===== src/rtl/luntc_pkg.sv =====
package luntc_pkg;

    // Register byte offsets on the Avalon-MM slave.
    localparam logic [4:0] LUNTC_OFS_CTRL = 5'h00;
    localparam logic [4:0] LUNTC_OFS_MASK_LO = 5'h04;
    localparam logic [4:0] LUNTC_OFS_MASK_HI = 5'h08;
    localparam logic [4:0] LUNTC_OFS_DATA_CODE = 5'h0C;
    localparam logic [4:0] LUNTC_OFS_RS_CODE = 5'h10;
    localparam logic [4:0] LUNTC_OFS_OWN_VOL = 5'h14;
    localparam logic [4:0] LUNTC_OFS_STATUS = 5'h18;

    // Control register field positions.
    localparam int LUNTC_CTRL_FEAT_EN = 0;
    localparam int LUNTC_CTRL_MATRIX = 1;
    localparam int LUNTC_CTRL_SELF_BACK = 2;

    // Status register field positions.
    localparam int LUNTC_STAT_FEAT_EN = 0;
    localparam int LUNTC_STAT_MATRIX = 1;
    localparam int LUNTC_STAT_DQ_EN = 2;
    localparam int LUNTC_STAT_RE_EN = 3;
    localparam int LUNTC_STAT_STATE_LO = 4;
    localparam int LUNTC_STAT_VOL_LO = 8;

    // Values after reset.
    localparam logic [7:0] LUNTC_RST_BYTE = 8'h00;
    localparam logic [3:0] LUNTC_RST_VOL = 4'h0;
    localparam logic [31:0] LUNTC_RST_RDATA = 32'h0000_0000;

    typedef enum logic [1:0] {
        LUNTC_ST_DESEL,
        LUNTC_ST_SNIFF,
        LUNTC_ST_SEL
    } luntc_lun_st_t;

    // Shared bus pins as seen by this LUN.
    typedef struct packed {
        logic ale;
        logic cle;
        logic ce_n;
        logic dqs;
        logic read_enable_n;
    } luntc_pins_t;

    // Idle level of the shared pins, so the edge finder reports no event right after reset.
    localparam luntc_pins_t LUNTC_PINS_IDLE = '{ale: 1'b0, cle: 1'b0, ce_n: 1'b1, dqs: 1'b0, read_enable_n: 1'b1};

    // Command context from the LUN core.
    typedef struct packed {
        logic valid;
        logic [3:0] vol;
        logic exec;
        logic burst;
        logic dir_out;
    } luntc_cmd_t;

    // Registered pin events from the pin watcher.
    typedef struct packed {
        logic latch_rise;
        logic strobe_tgl;
        logic re_tgl;
    } luntc_watch_t;

    typedef struct packed {
        luntc_pins_t prev;
        luntc_watch_t ev;
    } luntc_watch_state_t;

    // Termination drive to the pad controls.
    typedef struct packed {
        logic dq_en;
        logic [3:0] dq_code;
        logic re_en;
        logic [3:0] re_code;
    } luntc_term_t;

endpackage : luntc_pkg


===== src/rtl/luntc_pin_watch.sv =====
module luntc_pin_watch
    import luntc_pkg::*;
(
    input wire logic i_clk,
    input wire logic i_rst_n,
    input wire logic i_clk_en,
    input wire luntc_pins_t i_pins,
    output luntc_watch_t o_watch
);

    luntc_watch_state_t s;
    luntc_watch_state_t next_s;

    always_comb begin
        next_s = s;
        next_s.prev = i_pins;
        next_s.ev.latch_rise = (i_pins.ale && !s.prev.ale) || (i_pins.cle && !s.prev.cle)
                               || (i_pins.ce_n && !s.prev.ce_n);
        next_s.ev.strobe_tgl = i_pins.dqs != s.prev.dqs;
        next_s.ev.re_tgl = i_pins.read_enable_n != s.prev.read_enable_n;
    end

    always_ff @(posedge i_clk or negedge i_rst_n) begin
        if (!i_rst_n) begin
            s <= '{prev: LUNTC_PINS_IDLE, ev: '0};
        end else if (i_clk_en) begin
            s <= next_s;
        end
    end

    assign o_watch = s.ev;

endmodule : luntc_pin_watch


===== src/rtl/luntc_top.sv =====
// Summary of operation
// Self mode: only executing LUN terminates.
// Host enables self mode via feature write.
// Configure command switches target to matrix mode.
// Matrix: classify selected, sniff or deselected.
// Terminate for own or other volume.
// Configured non-executing LUNs on volume terminate.
// Selected LUN uses burst and cycle state.
// Sniff LUN decides from latch, strobe pins.
// Host picks roles and codes per LUN.
// Separate output and input codes by direction.
// Low mask bit n means volume n.
// Upper nibble output code, lower input code.
// Read strobe byte selects read pair code.
// All-zero configuration never terminates.
// Termination only in data cycles.
// Latch or chip enable rise disables termination.
// Enabling feature defaults to self mode.
// Host configures every target, uses volumes.
// Sniff: toggle with latches low enables.
//
// The Avalon-MM slave port and the register offsets are this design's own decisions.
module luntc_top
    import luntc_pkg::*;
(
    input wire logic I_CLK,
    input wire logic I_RST_N,
    input wire logic I_CLK_EN,
    input wire logic [4:0] I_AVS_ADDRESS,
    input wire logic I_AVS_READ,
    input wire logic I_AVS_WRITE,
    input wire logic [3:0] I_AVS_BYTEENABLE,
    input wire logic [31:0] I_AVS_WRITEDATA,
    output logic [31:0] O_AVS_READDATA,
    output logic O_AVS_WAITREQUEST,
    input wire luntc_pins_t I_PINS,
    input wire luntc_cmd_t I_CMD,
    input wire logic I_CFG_CMD,
    output luntc_term_t O_TERM,
    output luntc_lun_st_t O_LUN_STATE,
    output logic O_MATRIX
);

    typedef struct packed {
        logic feat_en;
        logic matrix;
        logic [7:0] volume_mask_low;
        logic [7:0] volume_mask_high;
        logic [7:0] data_termination_code;
        logic [7:0] read_strobe_termination_code;
        logic [3:0] own_vol;
        luntc_lun_st_t lun_st;
        logic sel_term;
        logic sniff_on;
        logic sniff_out;
        luntc_term_t term;
        logic waitreq;
        logic [31:0] rdata;
    } luntc_state_t;

    logic rst_meta_n;
    logic rst_n;
    luntc_state_t s;
    luntc_state_t next_s;
    luntc_watch_t watch;
    logic data_cycle_now;

    function automatic logic vol_hit(input logic [7:0] lo, input logic [7:0] hi, input logic [3:0] vol);
        logic [15:0] mask;
        mask = {hi, lo};
        return mask[vol];
    endfunction : vol_hit

    function automatic logic cfg_live(input luntc_state_t st);
        return ({st.volume_mask_low, st.volume_mask_high, st.data_termination_code,
                 st.read_strobe_termination_code} != 32'h0000_0000);
    endfunction : cfg_live

    function automatic logic [3:0] dq_pick(input logic [7:0] code, input logic dir_out);
        return dir_out ? code[7:4] : code[3:0];
    endfunction : dq_pick

    always_ff @(posedge I_CLK or negedge I_RST_N) begin
        if (!I_RST_N) begin
            rst_meta_n <= 1'b0;
            rst_n <= 1'b0;
        end else begin
            rst_meta_n <= 1'b1;
            rst_n <= rst_meta_n;
        end
    end

    luntc_pin_watch u_pin_watch (
        .i_clk(I_CLK),
        .i_rst_n(rst_n),
        .i_clk_en(I_CLK_EN),
        .i_pins(I_PINS),
        .o_watch(watch)
    );

    always_comb begin
        logic data_cycle;
        logic active;
        logic dir_out;
        logic is_sel;
        logic is_term;
        data_cycle = 1'b0;
        active = 1'b0;
        dir_out = 1'b0;
        is_sel = 1'b0;
        is_term = 1'b0;
        next_s = s;

        // The request is taken one cycle after it appears; the write lands when waitrequest is seen low.
        if (s.waitreq && (I_AVS_READ || I_AVS_WRITE)) begin
            next_s.waitreq = 1'b0;
            next_s.rdata = LUNTC_RST_RDATA;
            if (I_AVS_READ) begin
                unique case (I_AVS_ADDRESS)
                    LUNTC_OFS_CTRL: begin
                        next_s.rdata[LUNTC_CTRL_FEAT_EN] = s.feat_en;
                        next_s.rdata[LUNTC_CTRL_MATRIX] = s.matrix;
                    end
                    LUNTC_OFS_MASK_LO: next_s.rdata[7:0] = s.volume_mask_low;
                    LUNTC_OFS_MASK_HI: next_s.rdata[7:0] = s.volume_mask_high;
                    LUNTC_OFS_DATA_CODE: next_s.rdata[7:0] = s.data_termination_code;
                    LUNTC_OFS_RS_CODE: next_s.rdata[7:0] = s.read_strobe_termination_code;
                    LUNTC_OFS_OWN_VOL: next_s.rdata[3:0] = s.own_vol;
                    LUNTC_OFS_STATUS: begin
                        next_s.rdata[LUNTC_STAT_FEAT_EN] = s.feat_en;
                        next_s.rdata[LUNTC_STAT_MATRIX] = s.matrix;
                        next_s.rdata[LUNTC_STAT_DQ_EN] = s.term.dq_en;
                        next_s.rdata[LUNTC_STAT_RE_EN] = s.term.re_en;
                        next_s.rdata[LUNTC_STAT_STATE_LO +: 2] = s.lun_st;
                        next_s.rdata[LUNTC_STAT_VOL_LO +: 4] = s.own_vol;
                    end
                    default: next_s.rdata = LUNTC_RST_RDATA;
                endcase
            end
        end else if (!s.waitreq) begin
            next_s.waitreq = 1'b1;
            if (I_AVS_WRITE && I_AVS_BYTEENABLE[0]) begin
                unique case (I_AVS_ADDRESS)
                    LUNTC_OFS_CTRL: begin
                        next_s.feat_en = I_AVS_WRITEDATA[LUNTC_CTRL_FEAT_EN];
                        // Turning the feature on starts in self mode.
                        if (I_AVS_WRITEDATA[LUNTC_CTRL_FEAT_EN] && !s.feat_en) begin
                            next_s.matrix = 1'b0;
                        end
                        if (I_AVS_WRITEDATA[LUNTC_CTRL_SELF_BACK]) begin
                            next_s.matrix = 1'b0;
                        end
                    end
                    LUNTC_OFS_MASK_LO: next_s.volume_mask_low = I_AVS_WRITEDATA[7:0];
                    LUNTC_OFS_MASK_HI: next_s.volume_mask_high = I_AVS_WRITEDATA[7:0];
                    LUNTC_OFS_DATA_CODE: next_s.data_termination_code = I_AVS_WRITEDATA[7:0];
                    LUNTC_OFS_RS_CODE: next_s.read_strobe_termination_code = I_AVS_WRITEDATA[7:0];
                    LUNTC_OFS_OWN_VOL: next_s.own_vol = I_AVS_WRITEDATA[3:0];
                    default: next_s.own_vol = s.own_vol;
                endcase
            end
        end

        // A configure command seen in the same cycle as a clear still wins.
        if (I_CFG_CMD) begin
            next_s.matrix = 1'b1;
        end

        // Classify this LUN on every command while the matrix is in use.
        if (I_CMD.valid) begin
            is_sel = I_CMD.vol == s.own_vol;
            is_term = vol_hit(s.volume_mask_low, s.volume_mask_high, I_CMD.vol) && cfg_live(s);
            next_s.sel_term = is_sel && is_term;
            next_s.sniff_on = 1'b0;
            if (!s.matrix) begin
                next_s.lun_st = LUNTC_ST_DESEL;
            end else if (is_sel) begin
                next_s.lun_st = LUNTC_ST_SEL;
            end else if (is_term) begin
                next_s.lun_st = LUNTC_ST_SNIFF;
            end else begin
                next_s.lun_st = LUNTC_ST_DESEL;
            end
        end

        data_cycle = !I_PINS.ale && !I_PINS.cle && !I_PINS.ce_n;

        // The sniffing LUN sees only the pins; a latch rise ends its window.
        if (s.lun_st == LUNTC_ST_SNIFF && !I_CMD.valid) begin
            if (watch.latch_rise || !data_cycle) begin
                next_s.sniff_on = 1'b0;
            end else if (watch.strobe_tgl || watch.re_tgl) begin
                next_s.sniff_on = 1'b1;
                next_s.sniff_out = watch.re_tgl;
            end
        end

        if (s.feat_en && !s.matrix) begin
            active = I_CMD.exec && I_CMD.burst && data_cycle;
            dir_out = I_CMD.dir_out;
        end else if (s.feat_en && s.lun_st == LUNTC_ST_SEL) begin
            active = s.sel_term && I_CMD.burst && data_cycle;
            dir_out = I_CMD.dir_out;
        end else if (s.feat_en && s.lun_st == LUNTC_ST_SNIFF) begin
            active = s.sniff_on && data_cycle && !watch.latch_rise;
            dir_out = s.sniff_out;
        end

        if (watch.latch_rise) begin
            active = 1'b0;
        end

        next_s.term.dq_code = dq_pick(s.data_termination_code, dir_out);
        next_s.term.dq_en = active && (next_s.term.dq_code != 4'h0);
        next_s.term.re_code = s.read_strobe_termination_code[3:0];
        next_s.term.re_en = active && dir_out && (next_s.term.re_code != 4'h0);
    end

    always_ff @(posedge I_CLK or negedge rst_n) begin
        if (!rst_n) begin
            s <= '{
                feat_en: 1'b0,
                matrix: 1'b0,
                volume_mask_low: LUNTC_RST_BYTE,
                volume_mask_high: LUNTC_RST_BYTE,
                data_termination_code: LUNTC_RST_BYTE,
                read_strobe_termination_code: LUNTC_RST_BYTE,
                own_vol: LUNTC_RST_VOL,
                lun_st: LUNTC_ST_DESEL,
                sel_term: 1'b0,
                sniff_on: 1'b0,
                sniff_out: 1'b0,
                term: '0,
                waitreq: 1'b1,
                rdata: LUNTC_RST_RDATA
            };
        end else if (I_CLK_EN) begin
            s <= next_s;
        end
    end

    assign O_AVS_READDATA = s.rdata;
    assign O_AVS_WAITREQUEST = s.waitreq;
    assign O_TERM = s.term;
    assign O_LUN_STATE = s.lun_st;
    assign O_MATRIX = s.matrix;
    assign data_cycle_now = !I_PINS.ale && !I_PINS.cle && !I_PINS.ce_n;
endmodule : luntc_top


===== config.mk =====
export PLATFORM = sky130hd
export DESIGN_NAME = luntc_top
export DESIGN_NICKNAME = d
export VERILOG_FILES = /design/src/rtl/luntc_pkg.sv /design/src/rtl/luntc_pin_watch.sv /design/src/rtl/luntc_top.sv
export SDC_FILE = /design/constraint.sdc
export NUM_CORES = 1
export LEC_CHECK = 0
export BUFFER_PORTS_ARGS = -buffer_cell sky130_fd_sc_hd__buf_2
export CORE_MARGIN = 5
export CORE_UTILIZATION = 40
export CTS_CLUSTER_DIAMETER = 150
export DETAILED_ROUTE_END_ITERATION = 7
export SLEW_MARGIN = 20
export SYNTH_ARGS = -nofsm -noshare
export SYNTH_HDL_FRONTEND = slang
export SYNTH_SLANG_ARGS = --single-unit

===== constraint.sdc =====
create_clock -name I_CLK -period 4.81 [get_ports I_CLK]
set_input_delay 0.481 -clock I_CLK [delete_from_list [all_inputs] [get_ports I_CLK]]
set_output_delay 0.481 -clock I_CLK [all_outputs]
set_load 0.02 [all_outputs]

## Yosys cells after proc, flatten, opt, wreduce, memory -nomap -nowiden

Cells that the tools add are included.

| storage, ports and cells | value |
|---|---|
| output and inout bits | 46 |
| bits in registers | 96 |
| input port bits | 60 |
| word-level logic and storage cells | 138 |

| cells by class | value |
|---|---|
| muxes and demuxes | 37 |
| reduce and logical (&&, ||, !) cells | 57 |
| $lt $le $gt $ge | 1 |
| bitwise gates (word level) | 3 |
| eq/ne operators | 13 |

Operator list:

| operator | count |
|---|---|
| two-way mux 37 bit | 3 |
| two-way mux 8 bit | 4 |
| nonzero test 32 bit | 1 |
| AND reduction 5 bit | 6 |
| case mux 2 bit (6 select lines) | 2 |
| logical AND 1 bit | 23 |
| two-way mux 1 bit | 17 |
| equality test 5 bit, second input constant | 3 |
| two-way mux 12 bit | 1 |
| two-way mux 4 bit | 3 |
| logical NOT 1 bit | 11 |
| equality test 5 x 4 -> 1 bit, second input constant | 2 |
| case mux 2 bit (5 select lines) | 1 |
| two-way mux 2 bit | 4 |
| case mux 2 bit (4 select lines) | 1 |
| nonzero test 4 bit | 2 |
| AND reduction 6 bit | 1 |
| equality test 5 x 3 -> 1 bit, second input constant | 1 |
| logical NOT 5 bit | 1 |
| logical OR 1 bit | 5 |
| less-than comparator 4 x 5 -> 1 bit, second input constant | 1 |
| binary-select mux 1 bit (select 4 bit) | 1 |
| equality test 4 bit | 1 |
| inequality test 2 bit, second input constant | 2 |
| other kinds (9) | 14 |

## Longest topological paths before layout

| depth | value |
|---|---|
| depth after elaboration | 11 |
| depth in mapped cells | 6 |

## Cells and area by module

From an unflattened synthesis, not the netlist that was laid out.

| second synthesis, totals | value |
|---|---|
| cell total of the unflattened synthesis | 352 |
| area, all modules | 4056.4 µm² |

By module, submodules not included:

| module | times used | area an instance (µm²) | cells each |
|---|---|---|---|
| luntc_top | 1 | 3673.5 | 324 |
| luntc_pin_watch | 1 | 382.9 | 28 |

## Least setup slack after synthesis

Ideal clock, no wire load.

| path | value |
|---|---|
| path type | input-to-reg |
| start | in I_CMD[6] (netlist bit) |
| end | reg s (netlist bit O_LUN_STATE[0]) |
| cell stages on the path | 5 |
| path slack | 3059 ps |
| arrival time | 1629 ps |
| required time | 4688 ps |
| cell sequence | buf_6 -> mux4_2 -> nand2b_1 -> a22o_1 -> a32o_1 |

| on the way | value |
|---|---|
| word-level cells in the longest chain between the ends | 6 |

Ends and longest elaborated chain:

| item | RTL line | RTL |
|---|---|---|
| from (decl) | luntc_top.sv:37 | `input wire luntc_cmd_t I_CMD,` |
| binary-select mux 1 bit (select 4 bit) | luntc_top.sv:71 | `return mask[vol];` |
| two-way mux 1 bit (implied by the code) | luntc_top.sv:71 |  |
| logical AND 1 bit | luntc_top.sv:172 | `is_term = vol_hit(s.volume_mask_low, s.volume_mask_high, I_CMD.vol) && cfg_live(s);` |
| two-way mux 1 bit | luntc_top.sv:179 | `end else if (is_term) begin` |
| two-way mux 2 bit * | luntc_top.sv:177 | `end else if (is_sel) begin` |
| two-way mux 2 bit * | luntc_top.sv:175 | `if (!s.matrix) begin` |
| to (signal assigned) | luntc_top.sv:221 | `s <= '{` |
| to (signal assigned) | luntc_top.sv:238 | `s <= next_s;` |
| to (decl) | luntc_top.sv:63 | `luntc_state_t s;` |

Mark *: on every way between the ends. The rest lies on a longest branch, timed or not. The select of a mux whose other input is x is not followed.
A chain may end at the register's enable or synchronous reset.

## Worst setup path after layout

| path | value |
|---|---|
| start | in I_CLK_EN |
| end | reg s[63] (netlist bit) |

| on the way | value |
|---|---|
| word-level cells in the longest chain between the ends | 1 |

Ends and longest elaborated chain:

| item | RTL line | RTL |
|---|---|---|
| from (decl) | luntc_top.sv:28 | `input wire logic I_CLK_EN,` |
| AND reduction 5 bit (no source line) | - |  |

Every way passes these cells.

==> impl_metrics.csv <==
group,metric,value,unit
status,status,"finished, final reports clean",
pwr,p_seq_frac,0.549,
pwr,p_int,0.923,mW
worst_setup_path,start_kind,"primary input",
sta,report.final.slew_viol_count,0,
pwr,powerDensity,299,nW/µm²
clocking,htreeDepth,3,
detailed_routing,first_iter_violations,206,
clocking,ctsResizeCount,0,
global_routing,grt_max_degree,49,
yosys,synth.ff_latch_count,76,
finish,final_common_cell,"dfrtp_1",
detailed_routing,via_per_inst,5.18,
worst_setup_path,endpoint_kind,"flip-flop",
placement,pre_cts_slack,2210,ps
pwr,ir_worst_vdd,0.000155,V
clocking,clk_pin_slew,80,ps
pwr,switching_power,0.367,mW
die,die_x,110,µm
die,start_util,0.410,
sta,setup_violations,0,
min_path,min_path_type,"flip-flop to async pin",
detailed_routing,drc,0,
finish,area_growth,7.74,%
finish,drive_above_1_share,0.340,
yosys,synthesis.yosys.warnings,0,
worst_setup_path,r2r_end,"s[63]$_DFFE_PN0P_",
worst_setup_path,required,5040,ps
clocking,postCtsSetupBuffers,0,
pwr,pwr-share-clk,0.330,
sta,slew_headroom,0.332,
worst_setup_path,crit_fanout,39,
global_routing,antenna_found_initial,0,
detailed_routing,wirelength,9.36,mm
die,pin_count,106,
sta,min_period,2230,ps
clocking,cts_tree,"built",
placement,dp_hpwl,7.00,mm
finish,num_antenna_cells,0,
pwr,comb_power_share,0.121,
detailed_routing,firstDrtPassIters,4,
worst_setup_path,r2r_start,"O_AVS_WAITREQUEST$_DFFE_PN1P_",
finish,layout.nets,446,
yosys,synthCells,353,
sta,final_min_period_over_clock_period,0.463,
worst_setup_path,path_class,"primary input to flip-flop",
sta,fin_skew,8.41,ps
clocking,cts_sinks,76,
clocking,cts_buffers,9,
sta,max_freq,449,MHz
sta,hold_viol_final,0,
die,num_rows,36,
die,core,9770,µm²
yosys,syn_area,4010,µm²
yosys,ys_seq_area_frac,0.475,
placement,gp_congestion,0.856,
sta,grt_setup_unrepaired,"false",
job,drv_cap,0,
worst_setup_path,rrSetupSlack,2910,ps
detailed_routing,num_vias,2712,
worst_setup_path,cp.arrival,2460,ps
yosys,synthArstFlopShare,1.00,
detailed_routing,ant_nets,0,
finish,fillCellCount,961,
sta,tightest_slew,997,ps
pwr,p_leak,2.09,nW
pwr,p_total,1.29,mW
die,dieHeight,110,µm
global_routing,grt_pass1_wl,14.6,mm
finish,fin_area,4320,µm²
clocking,clkLatencyLatePin,350,ps
sta,worst_slack,2580,ps
placement,port-buffer-count,58,
detailed_routing,wl_per_cell,17.9,µm
clocking,clk_path_buf_depth,2,
placement,place_area,4140,µm²
clocking,ctsRootBufferMaster,"clkbuf_8",
yosys,postSynthAreaPerCell,11.4,µm²
yosys,synthFlopType,"dfrtp_1",
global_routing,grt_pass1_vias,2681,
global_routing,gr-total-overflow,0,
die,dieArea,12100,µm²
sta,finalSetupTns,0,ps
finish,mostFrequentLayoutCells,"72 x dfrtp_1, 58 x buf_2, 48 x mux2_2",
yosys,synth_enable_flop_cells,0,
pwr,switching_share,0.285,
global_routing,grtUsageTotal,0.163,
yosys,synth_cell_types,51,
worst_setup_path,r2r_cells,4,
[synth_stat cells (2+ instances only)]
master    number  area share
a21oi_1        9       0.011
a221oi_1       6       0.013
a22o_1        13       0.028
a22oi_1        3      0.0056
and2_1         3      0.0047
and3_1         3      0.0047
buf_1          2      0.0019
buf_2          2      0.0025
buf_4         46       0.086
clkbuf_1       4      0.0037
conb_1         2      0.0019
dfrtp_1       73        0.46
dfstp_2        3       0.020
inv_1          8      0.0075
mux2_2        48        0.13
mux2i_1       16       0.040
mux4_2         3       0.017
nand2_1       17       0.016
nand2b_1       4      0.0062
nand3_1        5      0.0062
nand4_1        2      0.0031
nor2_1        18       0.017
nor2b_1        8       0.012
nor3_1         2      0.0025
nor4_1         4      0.0062
o21a_1         2      0.0037
o21ai_0       15       0.019
o22ai_1        2      0.0031
or3_1          2      0.0031
xnor2_1        7       0.015
[cell type report]
cell class | instances | area, µm² | area share
clock inverters | 6 | 41.3 | 0.00956
inverters | 8 | 30.0 | 0.00695
clock buffers | 10 | 128 | 0.0296
flip-flops and latches | 76 | 1910 | 0.442
multi-input cells | 231 | 1740 | 0.402
repair buffers | 60 | 308 | 0.0713
well taps | 133 | 166 | 0.0385
[worst max-delay path: stages]
cell      delay [ps]
buf_2            520
nand4b_1         330
inv_1            190
nand4_1          470
mux2_2           460
[through the flow]
step                      instances   util  hold slack (ps)
after floorplan                 372      -              185
after global placement          507  0.423              266
after detailed placement        507  0.423              268
after CTS                       524  0.442              355
after global routing            524  0.442              374
final                           524  0.442              359
[how the worst max path moves through the flow]
stage | slack [ps] | endpoint | from | cells past startpoint
4_1_cts | 2570 | s[63]$_DFFE_PN0P_ | I_CLK_EN | 5
5_1_grt | 2420 | s[65]$_DFFE_PN0P_ | I_CLK_EN | 5
3_3_place_gp | 2240 | s[64]$_DFFE_PN0P_ | I_CLK_EN | 5
2_1_floorplan | 2540 | O_AVS_READDATA[0]$_DFFE_PN0P_ | rst_n$_DFF_PN0_ | 0
6_report | 2580 | s[63]$_DFFE_PN0P_ | I_CLK_EN | 5
3_5_place_dp | 2210 | s[63]$_DFFE_PN0P_ | I_CLK_EN | 5
[per-layer routing]
metal  GRT usage  part of all wire  vias to the layer above
li1            -                 -                     1273
met2       0.250              0.47                       96
met5           0                 0                        -
met4      0.0536             0.016                        0
met1       0.232              0.45                     1327
met3      0.0326             0.065                       16
[sequential cells by signal, summed over array words and instances (netlist names), 2 cells and up]
signal and cells:
u_pin_watch.o_watch 3, O_TERM 10, O_AVS_READDATA 12, next_s 4, u_pin_watch.s 5, s 36, O_LUN_STATE 2
[power by group through the flow]
stage / Clock [mW] / Combinational [mW] / Sequential (mW)
3_3_place_gp: 0 / 0.152 / 0.720
4_1_cts: 0.438 / 0.156 / 0.709
6_report: 0.425 / 0.156 / 0.709
3_5_place_dp: 0 / 0.155 / 0.722
2_1_floorplan: 0 / 0.127 / 0.713
5_1_grt: 0.465 / 0.172 / 0.716
[logic make-up (layout without fill, tap and decap cells)]
logic type / count (synthesis) / count (layout) / synth area share
XOR/XNOR: 7 / 7 / 0.0153
AND/OR/NAND/NOR: 76 / 76 / 0.100
multiplexers: 67 / 67 / 0.192
buffers and inverters: 65 / 84 / 0.109
AO/OA/AOI/OAI: 60 / 60 / 0.106
other: 2 / 21 / 0.00187
flip-flops: 76 / 76 / 0.475
[timing repair]
item                                    CTS  global route
hold buffers                              1             0
endpoints found under the setup margin    0             0
hold endpoints to repair                  2             0
Power figures use the tool's default switching activity.
